**config.mk**
```make
export PLATFORM = sky130hd
export DESIGN_NAME = sdt_write_path
export DESIGN_NICKNAME = d
export VERILOG_FILES = /design/src/design/sdt_pkg.sv /design/src/design/sdt_beat_if.sv /design/src/design/sdt_beat_fifo.sv /design/src/design/sdt_write_path.sv
export VERILOG_INCLUDE_DIRS = /design/src /design/src/design
export SDC_FILE = /design/constraint.sdc
export NUM_CORES = 1
export LEC_CHECK = 0
export BUFFER_PORTS_ARGS = -buffer_cell sky130_fd_sc_hd__buf_2
export CAP_MARGIN = 20
export CORE_UTILIZATION = 62
export DETAILED_ROUTE_END_ITERATION = 10
export PLACE_DENSITY_LB_ADDON = 0.2
export SKIP_CTS_REPAIR_TIMING = 1
export SLEW_MARGIN = 20
export SYNTH_ARGS = -nofsm -noshare
export SYNTH_HDL_FRONTEND = slang
export SYNTH_HIERARCHICAL = 1
export SYNTH_SLANG_ARGS = --single-unit
```
**constraint.sdc**
```tcl
create_clock -name clk -period 8.2 [get_ports clk]
set_clock_uncertainty 0.2 [all_clocks]
set_input_delay 0.41 -clock clk [delete_from_list [all_inputs] [get_ports clk]]
set_output_delay 0.41 -clock clk [all_outputs]
set_load 0.05 [all_outputs]
```
**src/design/sdt_consts.svh**
```systemverilog
/*
 * timing counts, field codes and widths of the write-burst path
 * assumes inclusion by bare name from every design file that needs it
 */
`ifndef SDT_CONSTS_SVH
`define SDT_CONSTS_SVH

// burst-length field codes
`define SDT_BL_FIXED8        2'h0
`define SDT_BL_OTF           2'h1
`define SDT_BL_FIXED_CHOP    2'h2

// beat counts used by capture and turnaround
`define SDT_BEATS_FULL       4'h8
`define SDT_BEATS_CHOP       4'h4

// strobe edges tolerated around the nominal write-latency position
`define SDT_STROBE_SLACK     4'h6

// data and latency widths
`define SDT_DATA_W           16
`define SDT_LAT_W            5

// entries in the beat buffer
`define SDT_BUF_DEPTH        2

`endif

```
**src/design/sdt_pkg.sv**
```systemverilog
/*
 * types shared by the write-burst path and its beat buffer
 * assumes sdt_consts.svh is reachable by bare name
 */
`include "sdt_consts.svh"

package sdt_pkg;

	typedef logic [`SDT_DATA_W-1:0] sdt_word_t;

	// one captured beat with its attributes
	typedef struct packed {
		sdt_word_t data;
		logic      suspect;
		logic      last;
	} sdt_beat_t;

	typedef enum logic [1:0] {
		ST_IDLE,
		ST_WAIT,
		ST_BURST
	} sdt_state_t;

endpackage : sdt_pkg

```
**src/design/sdt_beat_if.sv**
```systemverilog
/*
 * beat handshake between the capture core and its buffer
 * assumes one clock shared by both ends
 */
`timescale 1ns/10ps

interface sdt_beat_if;
	import sdt_pkg::*;

	sdt_beat_t inBeat;
	logic      inValid;
	logic      inReady;
	sdt_beat_t outBeat;
	logic      outValid;
	logic      outReady;

	modport core (output inBeat, output inValid, input inReady,
		input outBeat, input outValid, output outReady);
	modport store (input inBeat, input inValid, output inReady,
		output outBeat, output outValid, input outReady);
endinterface : sdt_beat_if

```
**src/design/sdt_beat_fifo.sv**
```systemverilog
/*
 * two-entry beat buffer with valid/ready on both sides
 * assumes synchronous active-low reset on clk
 */
`timescale 1ns/10ps
`include "sdt_consts.svh"

module sdt_beat_fifo #(
	parameter int DEPTH = `SDT_BUF_DEPTH
) (
	input  wire logic clk,
	input  wire logic rst_n,
	sdt_beat_if.store bus
);
	import sdt_pkg::*;

	sdt_beat_t   mem [DEPTH];
	logic        wrPtr_q;
	logic        rdPtr_q;
	logic [1:0]  count_q;
	logic        push;
	logic        pop;

	////////////////////////////////////////////////////////////////////////////
	// honest full and empty
	assign bus.inReady  = (count_q != 2'(DEPTH));
	assign bus.outValid = (count_q != 2'h0);
	assign bus.outBeat  = mem[rdPtr_q];
	assign push         = bus.inValid && bus.inReady;
	assign pop          = bus.outValid && bus.outReady;

	// storage
	always_ff @(posedge clk) begin
		if (push) begin
			mem[wrPtr_q] <= bus.inBeat;
		end
	end

	// pointers and fill level
	always_ff @(posedge clk) begin
		if (!rst_n) begin
			wrPtr_q <= 1'b0;
			rdPtr_q <= 1'b0;
			count_q <= 2'h0;
		end else begin
			if (push) begin
				wrPtr_q <= ~wrPtr_q;
			end
			if (pop) begin
				rdPtr_q <= ~rdPtr_q;
			end
			count_q <= count_q + 2'(push) - 2'(pop);
		end
	end

	chk_fifo_no_overfill : assert property (@(posedge clk) disable iff (!rst_n)
		count_q <= 2'(DEPTH)) else $error("beat buffer overfilled");
endmodule : sdt_beat_fifo

```
**src/design/sdt_write_path.sv**
```systemverilog
/*
 * write-burst capture path of the memory device: command sampling,
 * burst-length choice, strobe capture, violation tolerance, recovery mark
 * assumes all pins asynchronous to clk and much slower than it
 */
`timescale 1ns/10ps
`include "sdt_consts.svh"

// Overview of operation
// - turnaround read beats are 8 for eight-beat reads and 4 for chopped reads.
// - turnaround write beats are 4 only in fixed chop mode and 8 otherwise.
// - data setup or hold violations may store wrong data but never hang the device.
// - strobe faults spoil that write and flag later ones suspect until all-idle, with checksum and per-command burst off.
// - a read after an offending write is always accepted.
// - same-bank writes after the long column spacing are taken, data possibly wrong.
// - other-group writes after the short column spacing are taken, data possibly wrong.
// - once every bank is idle after precharge, later good writes store correct data.
// - an eight-beat write takes eight strobe edges at half-clock spacing from latency.
// - recovery counts from the first rise after the last beat, with inversion variants.
// - in per-command mode address bit 12 high gives eight beats and low gives four.
// - in fixed chop mode every write is four beats whatever the address bit.
module sdt_write_path (
	input  wire logic                  clk,
	input  wire logic                  rst_n,
	input  wire logic                  linkClk,
	input  wire logic                  cmdWritePin,
	input  wire logic                  cmdReadPin,
	input  wire logic                  burstSelPin,
	input  wire logic                  strobePin,
	input  wire sdt_pkg::sdt_word_t    dataPin,
	input  wire logic [1:0]            burstLengthField,
	input  wire logic [`SDT_LAT_W-1:0] writeLatencySetting,
	input  wire logic                  checksumEnable,
	input  wire logic                  writeInversion,
	input  wire logic                  allBanksIdle,
	output sdt_pkg::sdt_word_t         beatData,
	output logic                       beatSuspect,
	output logic                       beatLast,
	output logic                       beatValid,
	input  wire logic                  beatReady,
	output logic                       readAccepted,
	output logic                       recoveryStart,
	output logic [3:0]                 writeBurstBeats,
	output logic [3:0]                 readBurstBeats,
	output logic                       useInversionDelays,
	output logic                       toleranceHolds,
	output logic                       writeSuspect,
	output logic                       burstAborted
);
	import sdt_pkg::*;

	localparam int PW = `SDT_DATA_W + 5;

	logic [PW-1:0]         meta_q;
	logic [PW-1:0]         sync_q;
	logic                  ckPrev_q;
	logic                  dqsPrev_q;
	logic                  ckRise;
	logic                  dqsEdge;
	logic                  wrTake;
	logic                  rdTake;
	logic [3:0]            cmdBeats;
	sdt_state_t            state_q;
	logic [`SDT_LAT_W-1:0] latCnt_q;
	logic [3:0]            curBeats_q;
	logic [3:0]            beatCnt_q;
	logic [3:0]            ckInBurst_q;
	logic                  pendValid_q;
	logic [`SDT_LAT_W-1:0] pendCnt_q;
	logic [3:0]            pendBeats_q;
	logic                  lastDone_q;
	logic                  captureEv;
	logic                  openEv;
	logic [3:0]            beatIdx;
	logic                  abortEv;
	logic                  lostBeat;
	sdt_beat_if            beatBus ();

	////////////////////////////////////////////////////////////////////////////
	// pin synchronisers, first stage read only by the second
	always_ff @(posedge clk) begin
		if (!rst_n) begin
			meta_q <= '0;
			sync_q <= '0;
		end else begin
			meta_q <= {linkClk, cmdWritePin, cmdReadPin, burstSelPin, strobePin, dataPin};
			sync_q <= meta_q;
		end
	end

	// edge history of the synchronised clocks
	always_ff @(posedge clk) begin
		if (!rst_n) begin
			ckPrev_q  <= 1'b0;
			dqsPrev_q <= 1'b0;
		end else begin
			ckPrev_q  <= sync_q[PW-1];
			dqsPrev_q <= sync_q[`SDT_DATA_W];
		end
	end

	assign ckRise  = sync_q[PW-1] && !ckPrev_q;
	assign dqsEdge = sync_q[`SDT_DATA_W] != dqsPrev_q;
	assign wrTake  = ckRise && sync_q[PW-2];
	assign rdTake  = ckRise && sync_q[PW-3];

	// beats of the write being taken
	always_comb begin
		case (burstLengthField)
			`SDT_BL_FIXED_CHOP: cmdBeats = `SDT_BEATS_CHOP;
			`SDT_BL_OTF:        cmdBeats = sync_q[PW-4] ? `SDT_BEATS_FULL
			                                             : `SDT_BEATS_CHOP;
			default:            cmdBeats = `SDT_BEATS_FULL;
		endcase
	end

	////////////////////////////////////////////////////////////////////////////
	// turnaround beat counts and delay variant reported to the controller side
	always_ff @(posedge clk) begin
		if (!rst_n) begin
			writeBurstBeats    <= `SDT_BEATS_FULL;
			readBurstBeats     <= `SDT_BEATS_FULL;
			useInversionDelays <= 1'b0;
			toleranceHolds     <= 1'b0;
			readAccepted       <= 1'b0;
		end else begin
			if (wrTake) begin
				writeBurstBeats <= (burstLengthField == `SDT_BL_FIXED_CHOP)
					? `SDT_BEATS_CHOP : `SDT_BEATS_FULL;
			end
			if (rdTake) begin
				readBurstBeats <= cmdBeats;
			end
			useInversionDelays <= writeInversion;
			toleranceHolds     <= !checksumEnable && (burstLengthField != `SDT_BL_OTF);
			readAccepted       <= rdTake;
		end
	end

	////////////////////////////////////////////////////////////////////////////
	// burst sequencer: latency wait, capture, strobe-slack abort
	// the opening rise may carry the first strobe edge, both synchronised alike
	assign openEv    = (state_q == ST_WAIT) && ckRise && (latCnt_q <= `SDT_LAT_W'(1));
	assign captureEv = dqsEdge && (openEv || ((state_q == ST_BURST) && !lastDone_q));
	assign beatIdx   = openEv ? 4'h0 : beatCnt_q;
	assign abortEv   = (state_q == ST_BURST) && ckRise
		&& (ckInBurst_q >= (curBeats_q >> 1) + (`SDT_STROBE_SLACK >> 1));

	always_ff @(posedge clk) begin
		if (!rst_n) begin
			state_q     <= ST_IDLE;
			latCnt_q    <= '0;
			curBeats_q  <= `SDT_BEATS_FULL;
			beatCnt_q   <= 4'h0;
			ckInBurst_q <= 4'h0;
			lastDone_q  <= 1'b0;
		end else begin
			case (state_q)
				ST_IDLE: begin
					if (wrTake) begin
						state_q    <= ST_WAIT;
						latCnt_q   <= writeLatencySetting;
						curBeats_q <= cmdBeats;
					end
				end
				ST_WAIT: begin
					if (ckRise) begin
						if (latCnt_q <= `SDT_LAT_W'(1)) begin
							state_q     <= ST_BURST;
							beatCnt_q   <= {3'h0, dqsEdge};
							ckInBurst_q <= 4'h0;
							lastDone_q  <= 1'b0;
						end else begin
							latCnt_q <= latCnt_q - `SDT_LAT_W'(1);
						end
					end
				end
				ST_BURST: begin
					if (captureEv) begin
						beatCnt_q  <= beatCnt_q + 4'h1;
						lastDone_q <= (beatCnt_q + 4'h1 == curBeats_q);
					end
					if (ckRise) begin
						ckInBurst_q <= ckInBurst_q + 4'h1;
					end
					if ((ckRise && lastDone_q) || abortEv) begin
						// a queued write takes over with its remaining latency
						state_q    <= pendValid_q ? ST_WAIT : ST_IDLE;
						latCnt_q   <= pendCnt_q;
						curBeats_q <= pendBeats_q;
					end
				end
				default: state_q <= ST_IDLE;
			endcase
		end
	end

	// one write queued while another waits or bursts, its latency counted meanwhile
	always_ff @(posedge clk) begin
		if (!rst_n) begin
			pendValid_q <= 1'b0;
			pendCnt_q   <= '0;
			pendBeats_q <= `SDT_BEATS_FULL;
		end else if (wrTake && state_q != ST_IDLE) begin
			pendValid_q <= 1'b1;
			pendCnt_q   <= writeLatencySetting;
			pendBeats_q <= cmdBeats;
		end else begin
			if (ckRise && pendValid_q && pendCnt_q > `SDT_LAT_W'(1)) begin
				pendCnt_q <= pendCnt_q - `SDT_LAT_W'(1);
			end
			if (state_q == ST_BURST && ((ckRise && lastDone_q) || abortEv)) begin
				pendValid_q <= 1'b0;
			end
		end
	end

	// recovery mark on the first rising clock after the last beat
	always_ff @(posedge clk) begin
		if (!rst_n) begin
			recoveryStart <= 1'b0;
			burstAborted  <= 1'b0;
		end else begin
			recoveryStart <= (state_q == ST_BURST) && ckRise && lastDone_q;
			burstAborted  <= abortEv;
		end
	end

	////////////////////////////////////////////////////////////////////////////
	// suspect-data flag: set by a lost or aborted burst, cleared by all-idle
	assign lostBeat = captureEv && !beatBus.inReady;

	always_ff @(posedge clk) begin
		if (!rst_n) begin
			writeSuspect <= 1'b0;
		end else if (abortEv || lostBeat) begin
			writeSuspect <= 1'b1;
		end else if (allBanksIdle) begin
			writeSuspect <= 1'b0;
		end
	end

	////////////////////////////////////////////////////////////////////////////
	// beat buffer between capture and the array port
	assign beatBus.inValid        = captureEv;
	assign beatBus.inBeat.data    = sync_q[`SDT_DATA_W-1:0];
	assign beatBus.inBeat.suspect = writeSuspect;
	assign beatBus.inBeat.last    = (beatIdx + 4'h1 == curBeats_q);
	assign beatBus.outReady       = beatReady;

	sdt_beat_fifo u_fifo (
		.clk   (clk),
		.rst_n (rst_n),
		.bus   (beatBus.store)
	);

	assign beatValid   = beatBus.outValid;
	assign beatData    = beatBus.outBeat.data;
	assign beatSuspect = beatBus.outBeat.suspect;
	assign beatLast    = beatBus.outBeat.last;

	////////////////////////////////////////////////////////////////////////////
	chk_chop_fixed_beats : assert property (@(posedge clk) disable iff (!rst_n)
		wrTake && state_q == ST_IDLE && burstLengthField == `SDT_BL_FIXED_CHOP
		|=> curBeats_q == 4'h4) else $error("fixed chop not four beats");
	chk_otf_select_beats : assert property (@(posedge clk) disable iff (!rst_n)
		wrTake && state_q == ST_IDLE && burstLengthField == `SDT_BL_OTF
		|=> curBeats_q == ($past(sync_q[PW-4]) ? 4'h8 : 4'h4))
		else $error("per-command burst choice wrong");
	chk_otf_write_turn : assert property (@(posedge clk) disable iff (!rst_n)
		wrTake && burstLengthField == `SDT_BL_OTF |=> writeBurstBeats == 4'h8)
		else $error("per-command write turnaround not eight");
	chk_read_turn_beats : assert property (@(posedge clk) disable iff (!rst_n)
		rdTake && burstLengthField == `SDT_BL_OTF && !sync_q[PW-4]
		|=> readBurstBeats == 4'h4) else $error("chopped read not four");
	chk_read_accepted : assert property (@(posedge clk) disable iff (!rst_n)
		rdTake |=> readAccepted ##1 !readAccepted || rdTake)
		else $error("read not accepted");
	chk_recovery_mark : assert property (@(posedge clk) disable iff (!rst_n)
		beatBus.inValid && beatBus.inBeat.last |-> ##[1:40] recoveryStart)
		else $error("recovery mark missing after last beat");
	chk_abort_flags_data : assert property (@(posedge clk) disable iff (!rst_n)
		abortEv |=> writeSuspect && burstAborted && state_q != ST_BURST)
		else $error("abort not flagged or burst hung");
	chk_idle_clears : assert property (@(posedge clk) disable iff (!rst_n)
		allBanksIdle && !abortEv && !lostBeat |=> !writeSuspect)
		else $error("suspect flag not cleared when idle");
	chk_beats_in_burst : assert property (@(posedge clk) disable iff (!rst_n)
		state_q == ST_BURST |-> beatCnt_q <= curBeats_q)
		else $error("more beats than burst length");
endmodule : sdt_write_path

```
# Yosys cells after proc, flatten, opt, wreduce, memory -nomap -nowiden
# Memories as Yosys holds them, arrays and structs flattened. A register that Yosys moved wholly into a read port is not among the register bits.
# Index checks and enable logic that the tools add are counted.
# W data, S select, Z words.
classes:
  add_sub_neg: 8
  magnitude_cmp: 3
  n_eq_ne: 16
  muxes: 40
  n_bitwise: 2
  reduce_logical: 40
op_table:
  columns: ["op", "n"]
  rows:
  - ["$mux W4", 11]
  - ["$pmux W4 S2", 4]
  - ["$mux W5", 6]
  - ["$logic_and A1 B1 Y1", 19]
  - ["$pmux W5 S3", 1]
  - ["$ne A2 B2 Y1 const B", 7]
  - ["$reduce_bool A2 Y1", 7]
  - ["$add A4 B1 Y4 const B", 3]
  - ["$mux W1", 12]
  - ["$reduce_and A4 Y1", 3]
  - ["$sub A5 B1 Y5 const B", 2]
  - ["$eq A4 B4 Y1", 2]
  - ["$mux W2", 4]
  - ["$pmux W2 S3", 1]
  - ["$gt A5 B1 Y1 const B", 1]
  - ["$le A5 B1 Y1 const B", 1]
  - ["$reduce_and A5 Y1", 1]
  - ["$add A3 B2 Y4 const B", 1]
  - ["$eq A2 B1 Y1 const B", 2]
  - ["$eq A2 B2 Y1 const B", 2]
  - ["$ge A4 B4 Y1", 1]
  - ["$logic_not A1 Y1", 4]
  - ["$ne A2 B1 Y1 const B", 2]
  - ["$logic_or A1 B1 Y1", 3]
  - ["8 further kinds", 9]
word_totals:
  regBits: 92
  mem_bits_rw: 36
  input_bits: 34
  output_inout_bits: 33
  word_cells: 134
  n_memories: 1
memory_table:
  columns: ["memory", "depth", "word_bits", "rd", "rd_ports_with_merged_regs", "wr", "line_no", "text"]
  rows:
  - ["u_fifo.mem", 2, 18, 1, 1, 1, "sdt_beat_fifo.sv:17", "sdt_beat_t mem [DEPTH];"]

# Logic depth before layout (Yosys ltp)
logic_depth:
  ltp_word: 9
  depth_mapped: 13
  mapped_depth_nobuf: 12

# Modules after synthesis
# The synthesis kept the hierarchy.
by_module_without_submodules:
  columns: ["module", "instances", "cells_per_inst", "area_each_um2", "seq_area_each_um2"]
  rows:
  - ["sdt_write_path", 1, 377, 3529.6, 1601.5]
  - ["sdt_beat_fifo", 1, 80, 1587.8, 1181.1]

# Worst setup path after synthesis
# No wires, ideal clock.
synth_path:
  path_kind: "register -> register"
  startpoint: "register latCnt_q[2]"
  endpoint: "memory u_fifo/mem[0][0] in the netlist's numbering (enable)"
  arrival_time_ns: 2.396
  required_ns: 7.608
  setup_slack_ns: 5.212
  stages_incl_launch_ff: 8
  synth_period_minus_slack_ns: 2.988
  path_cell_list: "dfxtp_1 buf_6 or3_4 buf_6 or3_4 a21oi_1 nand2_1 nor2_1"
synth_via:
  elab_chain_cells: 7
synth_rtl:
  columns: ["item", "line_no", "text"]
  rows:
  - ["from (decl)", "sdt_write_path.sv:64", "logic [`SDT_LAT_W-1:0] latCnt_q;"]
  - ["from (signal assigned)", "sdt_write_path.sv:162", "latCnt_q <= writeLatencySetting;"]
  - ["from (signal assigned)", "sdt_write_path.sv:174", "latCnt_q <= latCnt_q - `SDT_LAT_W'(1);"]
  - ["from (signal assigned)", "sdt_write_path.sv:189", "latCnt_q <= pendCnt_q;"]
  - ["$le A5 B1 Y1", "sdt_write_path.sv:143", "assign openEv = (state_q == ST_WAIT) && ckRise && (latCnt_q <= `SDT_LAT_W'(1));"]
  - ["$logic_and A1 B1 Y1", "sdt_write_path.sv:143", null]
  - ["$logic_or A1 B1 Y1", "sdt_write_path.sv:144", "assign captureEv = dqsEdge && (openEv || ((state_q == ST_BURST) && !lastDone_q));"]
  - ["$logic_and A1 B1 Y1", "sdt_write_path.sv:144", null]
  - ["net beatBus.inValid", "sdt_beat_if.sv:11", "logic inValid;"]
  - ["$logic_and A1 B1 Y1", "sdt_beat_fifo.sv:29", "assign push = bus.inValid && bus.inReady;"]
  - ["$mux W1", "sdt_beat_fifo.sv:34", "if (push) begin"]
  - ["$mux W1 (not written as such)", "sdt_beat_fifo.sv:35", "mem[wrPtr_q] <= bus.inBeat;"]
  - ["to (decl)", "sdt_beat_fifo.sv:17", null]
# The timed path passes the listed nets, and every way through them passes these cells.

# Worst setup path in the final report
layout_path:
  startpoint: "register state_q[0]"
  endpoint: "memory u_fifo/mem[0][17] in the netlist's numbering (enable)"
layout_via:
  elab_chain_cells: 8
  word_cells_on_any_way: 10
  classes_between: "eq/ne: 2; mux: 2; reduce/logical: 6"
layout_rtl:
  columns: ["item", "line_no", "text"]
  rows:
  - ["from (decl)", "sdt_write_path.sv:63", "sdt_state_t state_q;"]
  - ["from (signal assigned)", "sdt_write_path.sv:188", "state_q <= pendValid_q ? ST_WAIT : ST_IDLE;"]
  - ["$eq A2 B1 Y1", "sdt_write_path.sv:143", null]
  - ["$logic_and A1 B1 Y1 (2 in series)", "sdt_write_path.sv:143", null]
  - ["$logic_or A1 B1 Y1 (*)", "sdt_write_path.sv:144", null]
  - ["$logic_and A1 B1 Y1 (*)", "sdt_write_path.sv:144", null]
  - ["net beatBus.inValid", "sdt_beat_if.sv:11", null]
  - ["$logic_and A1 B1 Y1 (*)", "sdt_beat_fifo.sv:29", null]
  - ["$mux W1 (*)", "sdt_beat_fifo.sv:34", null]
  - ["$mux W1 (not written as such) (*)", "sdt_beat_fifo.sv:35", null]
# The timed path passes the listed nets; every way through them passes the cells marked *.

==> results.toml <==
[critical_path]
critPathCapture = "u_fifo/mem[0][17]"
slowest_stage = "nor2_2"
start_kind = "flip-flop"
rr_startpoint = "state_q[0]"
r2r_cells = 6
rrSetupSlack_ns = 4.84
worstPathArrival_ns = 3.29
worstPathRequired_ns = 8.13
cp-end-kind = "flip-flop"
critPathKind = "flip-flop to flip-flop"
r2r-end = "u_fifo/mem[0][17]"
startpoint = "state_q[0]"
cp_max_fo = 18
path_cells = "ha_1 -> nand3b_1 -> or3_4 -> a21oi_1 -> nand2_1 -> nor2_2"
max_stage_delay_ns = 0.75

[global_routing]
grt_pass1_vias = 3378
track_usage_pct = 24.68
grt_pass1_wl_um = 16240
grt_max_degree = 88
antenna_found_initial = 0
gr-total-overflow = 0

[cells_and_area]
fin_nets = 596
utilization_pct = 79.67
final_layout_size_suffix_gt1_share_pct = 22.70
register_area_um2 = 2783
fillers = 480
syn2layout_area_growth_pct = 22.18
multi_input_area_um2 = 2147
antennaDiodeCount = 0

[yosys]
synth_area_per_cell_um2 = 11.20
ys_ff_latch = 121
synth_edf_count = 36
synth_top_family_by_area = "simple AND/OR/NAND/NOR gates"
seq_area_frac_synth_pct = 54.38
synth-async-reset-ratio_pct = 0
synth_flop_cell = "dfxtp_1"
synth.distinct_cells = 64
synth_commonest_cells = "dfxtp_1 (85), and2_1 (53), edfxtp_1 (36)"
yosys.area_share.adder_pct = 4.890
synth.area.top_cells = "dfxtp_1 (33%), edfxtp_1 (21%), and2_1 (6.5%), ha_1 (4.9%), mux2_4 (2.9%)"
syn_inst = 457
yosysTopAreaCell = "dfxtp_1"
synth_xor_area_share_pct = 1.883
synth.mux.area_fraction_pct = 6.675
yosysWarnings = 6
synth-simple-area-share_pct = 16.75
yosysMostFrequentCell = "dfxtp_1"
yosysTopAreaCellShare_pct = 33.25
synth_compound_area_share_pct = 11.42
syn_area_um2 = 5117

[sta]
hold-worst-slack_ns = 0.001886
fin_crit_ns = 3.355
tightest_slew_ns = 1.003
rsz0062_at_grt = "false"
finalHoldViolations = 0
tns_ns = 0
drv_slew = 0
slew_headroom_pct = 33.01
fmax_mhz = 298.0
finalCritPeriodShare_pct = 40.92
setup_viol = 0

[detailed_routing]
antenna_left = 0
drt-initial-drc-count = 279
post_drt_wl_per_cell_um = 16.12
drc_errors = 0
num_vias = 3633
drt_wl_total_um = 10590
vias_per_cell = 5.530
drtPass1Iterations = 5

[clock_tree]
clk_pin_slew_ns = 0.06
cts_max_level = 4
root_buffer = "clkbuf_8"
cts.sinks = 121
tritoncts = "built"
ctsLongestPathBuffers = 2
clk_latency_ns = 0.51
cts_buffers = 17

[die]
coreArea_um2 = 7848
initial_core_util_pct = 65.21
dieArea_um2 = 8621
fp.dieW_um = 92.85
row_count = 32
die_h_um = 92.85
io_pins = 67

[placed_design]
gp_congestion = 0.8534
dp_hpwl_um = 6290
numPortBuffers = 62

[pwr]
p_total_mw = 1.677
powerDensity_nw_per_um2 = 268.2
p_leak_nw = 2.567
peakVddDrop_mv = 0.1937

[flow_run]
maxCapViolations = 0

[run_status]
outcome = "completed"

[worst_hold_path]
hold_path_class = "input port to flip-flop"
-- kinds of logic after synthesis --
logic type,Yosys count
XOR/XNOR,11
adder cells (fa/ha/maj),20
multiplexers,28
buffers and inverters,39
AND/OR/NAND/NOR,153
flip-flops,121
AO/OA/AOI/OAI,84
other,1
-- layout make-up --
type,count,area share [%]
clock buffers,18,6.684
clock inverters,14,2.602
inverters,15,0.9005
multi-input cells,300,34.34
flip-flops and latches,121,44.51
well taps,102,2.041
repair buffers,87,8.925
-- how the worst min path moves through the flow --
stage                        end  depth (start not counted)  slack [ns]                    from
6_report            pendCnt_q[3]                          3       0.002  writeLatencySetting[3]
5_1_grt              latCnt_q[0]                          3        0.05  writeLatencySetting[0]
4_1_cts           toleranceHolds                          2       -0.17          checksumEnable
3_5_place_dp   u_fifo/mem[0][13]                          0        0.21              sync_q[11]
3_3_place_gp    u_fifo/mem[1][9]                          0        0.21               sync_q[7]
2_1_floorplan  u_fifo/mem[0][10]                          0        0.20               sync_q[8]
-- power breakdown --
group | switching, mW | internal (mW)
registers | 0.0348 | 0.639
logic | 0.165 | 0.109
clock network | 0.289 | 0.440
-- placed cells by master, fill, tap and decap left out, types with 3 or more instances in the layout --
| cell | count |
|---|---|
| dfxtp_1 | 85 |
| buf_2 | 62 |
| and2_1 | 53 |
| edfxtp_1 | 36 |
| nand2_1 | 31 |
| dlygate4sd3_1 | 24 |
| a21oi_1 | 20 |
| ha_1 | 20 |
| nor2_1 | 17 |
| clkbuf_16 | 16 |
| inv_1 | 14 |
| o21ai_0 | 13 |
| mux2_4 | 10 |
| mux2i_1 | 9 |
| mux2_2 | 9 |
| xnor2_1 | 8 |
| o211ai_1 | 8 |
| nand3_1 | 8 |
| nor2b_1 | 7 |
| nor3_1 | 7 |
| nand2b_1 | 5 |
| a211oi_1 | 5 |
| inv_6 | 5 |
| nand3b_1 | 4 |
| a21o_1 | 4 |
| nor4_1 | 4 |
| conb_1 | 4 |
| clkinv_4 | 4 |
| xor2_1 | 3 |
| a31oi_1 | 3 |
| o41ai_1 | 3 |
| a32o_1 | 3 |
| o31ai_1 | 3 |
| o221ai_1 | 3 |
-- registers in the layout (all words and copies together) (netlist names), 2 cells and up, named ones only --
signal,cells
ckInBurst_q,4
readBurstBeats,2
sync_q,21
meta_q,21
state_q,2
pendCnt_q,5
u_fifo/mem,36
latCnt_q,5
writeBurstBeats,2
pendBeats_q,2
u_fifo/count_q,2
beatCnt_q,4
curBeats_q,2
-- critical path: cells and delay by family, from the launching register on --
kind	cells	cell delay, ns
flops	1	0.42
fa+ha+maj	1	0.48
compound gates	1	0.23
simple gates	4	1.64
-- metal layers --
metal / GRT usage, % / wire, µm
met5: 0 / 0
met4: 10.26 / 181
met3: 6.897 / 441
met2: 38.36 / 5294
met1: 32.39 / 4675
-- through the flow --
stage	cell area (µm²)	worst slack, ns	cells
after global routing	6252	4.629	657
after detailed placement	5431	4.917	601
after floorplan	5129	5.212	460
after global placement	5431	5.037	601
after CTS	6012	4.887	633
final	6252	4.845	657
Power figures use the tool's default switching activity.
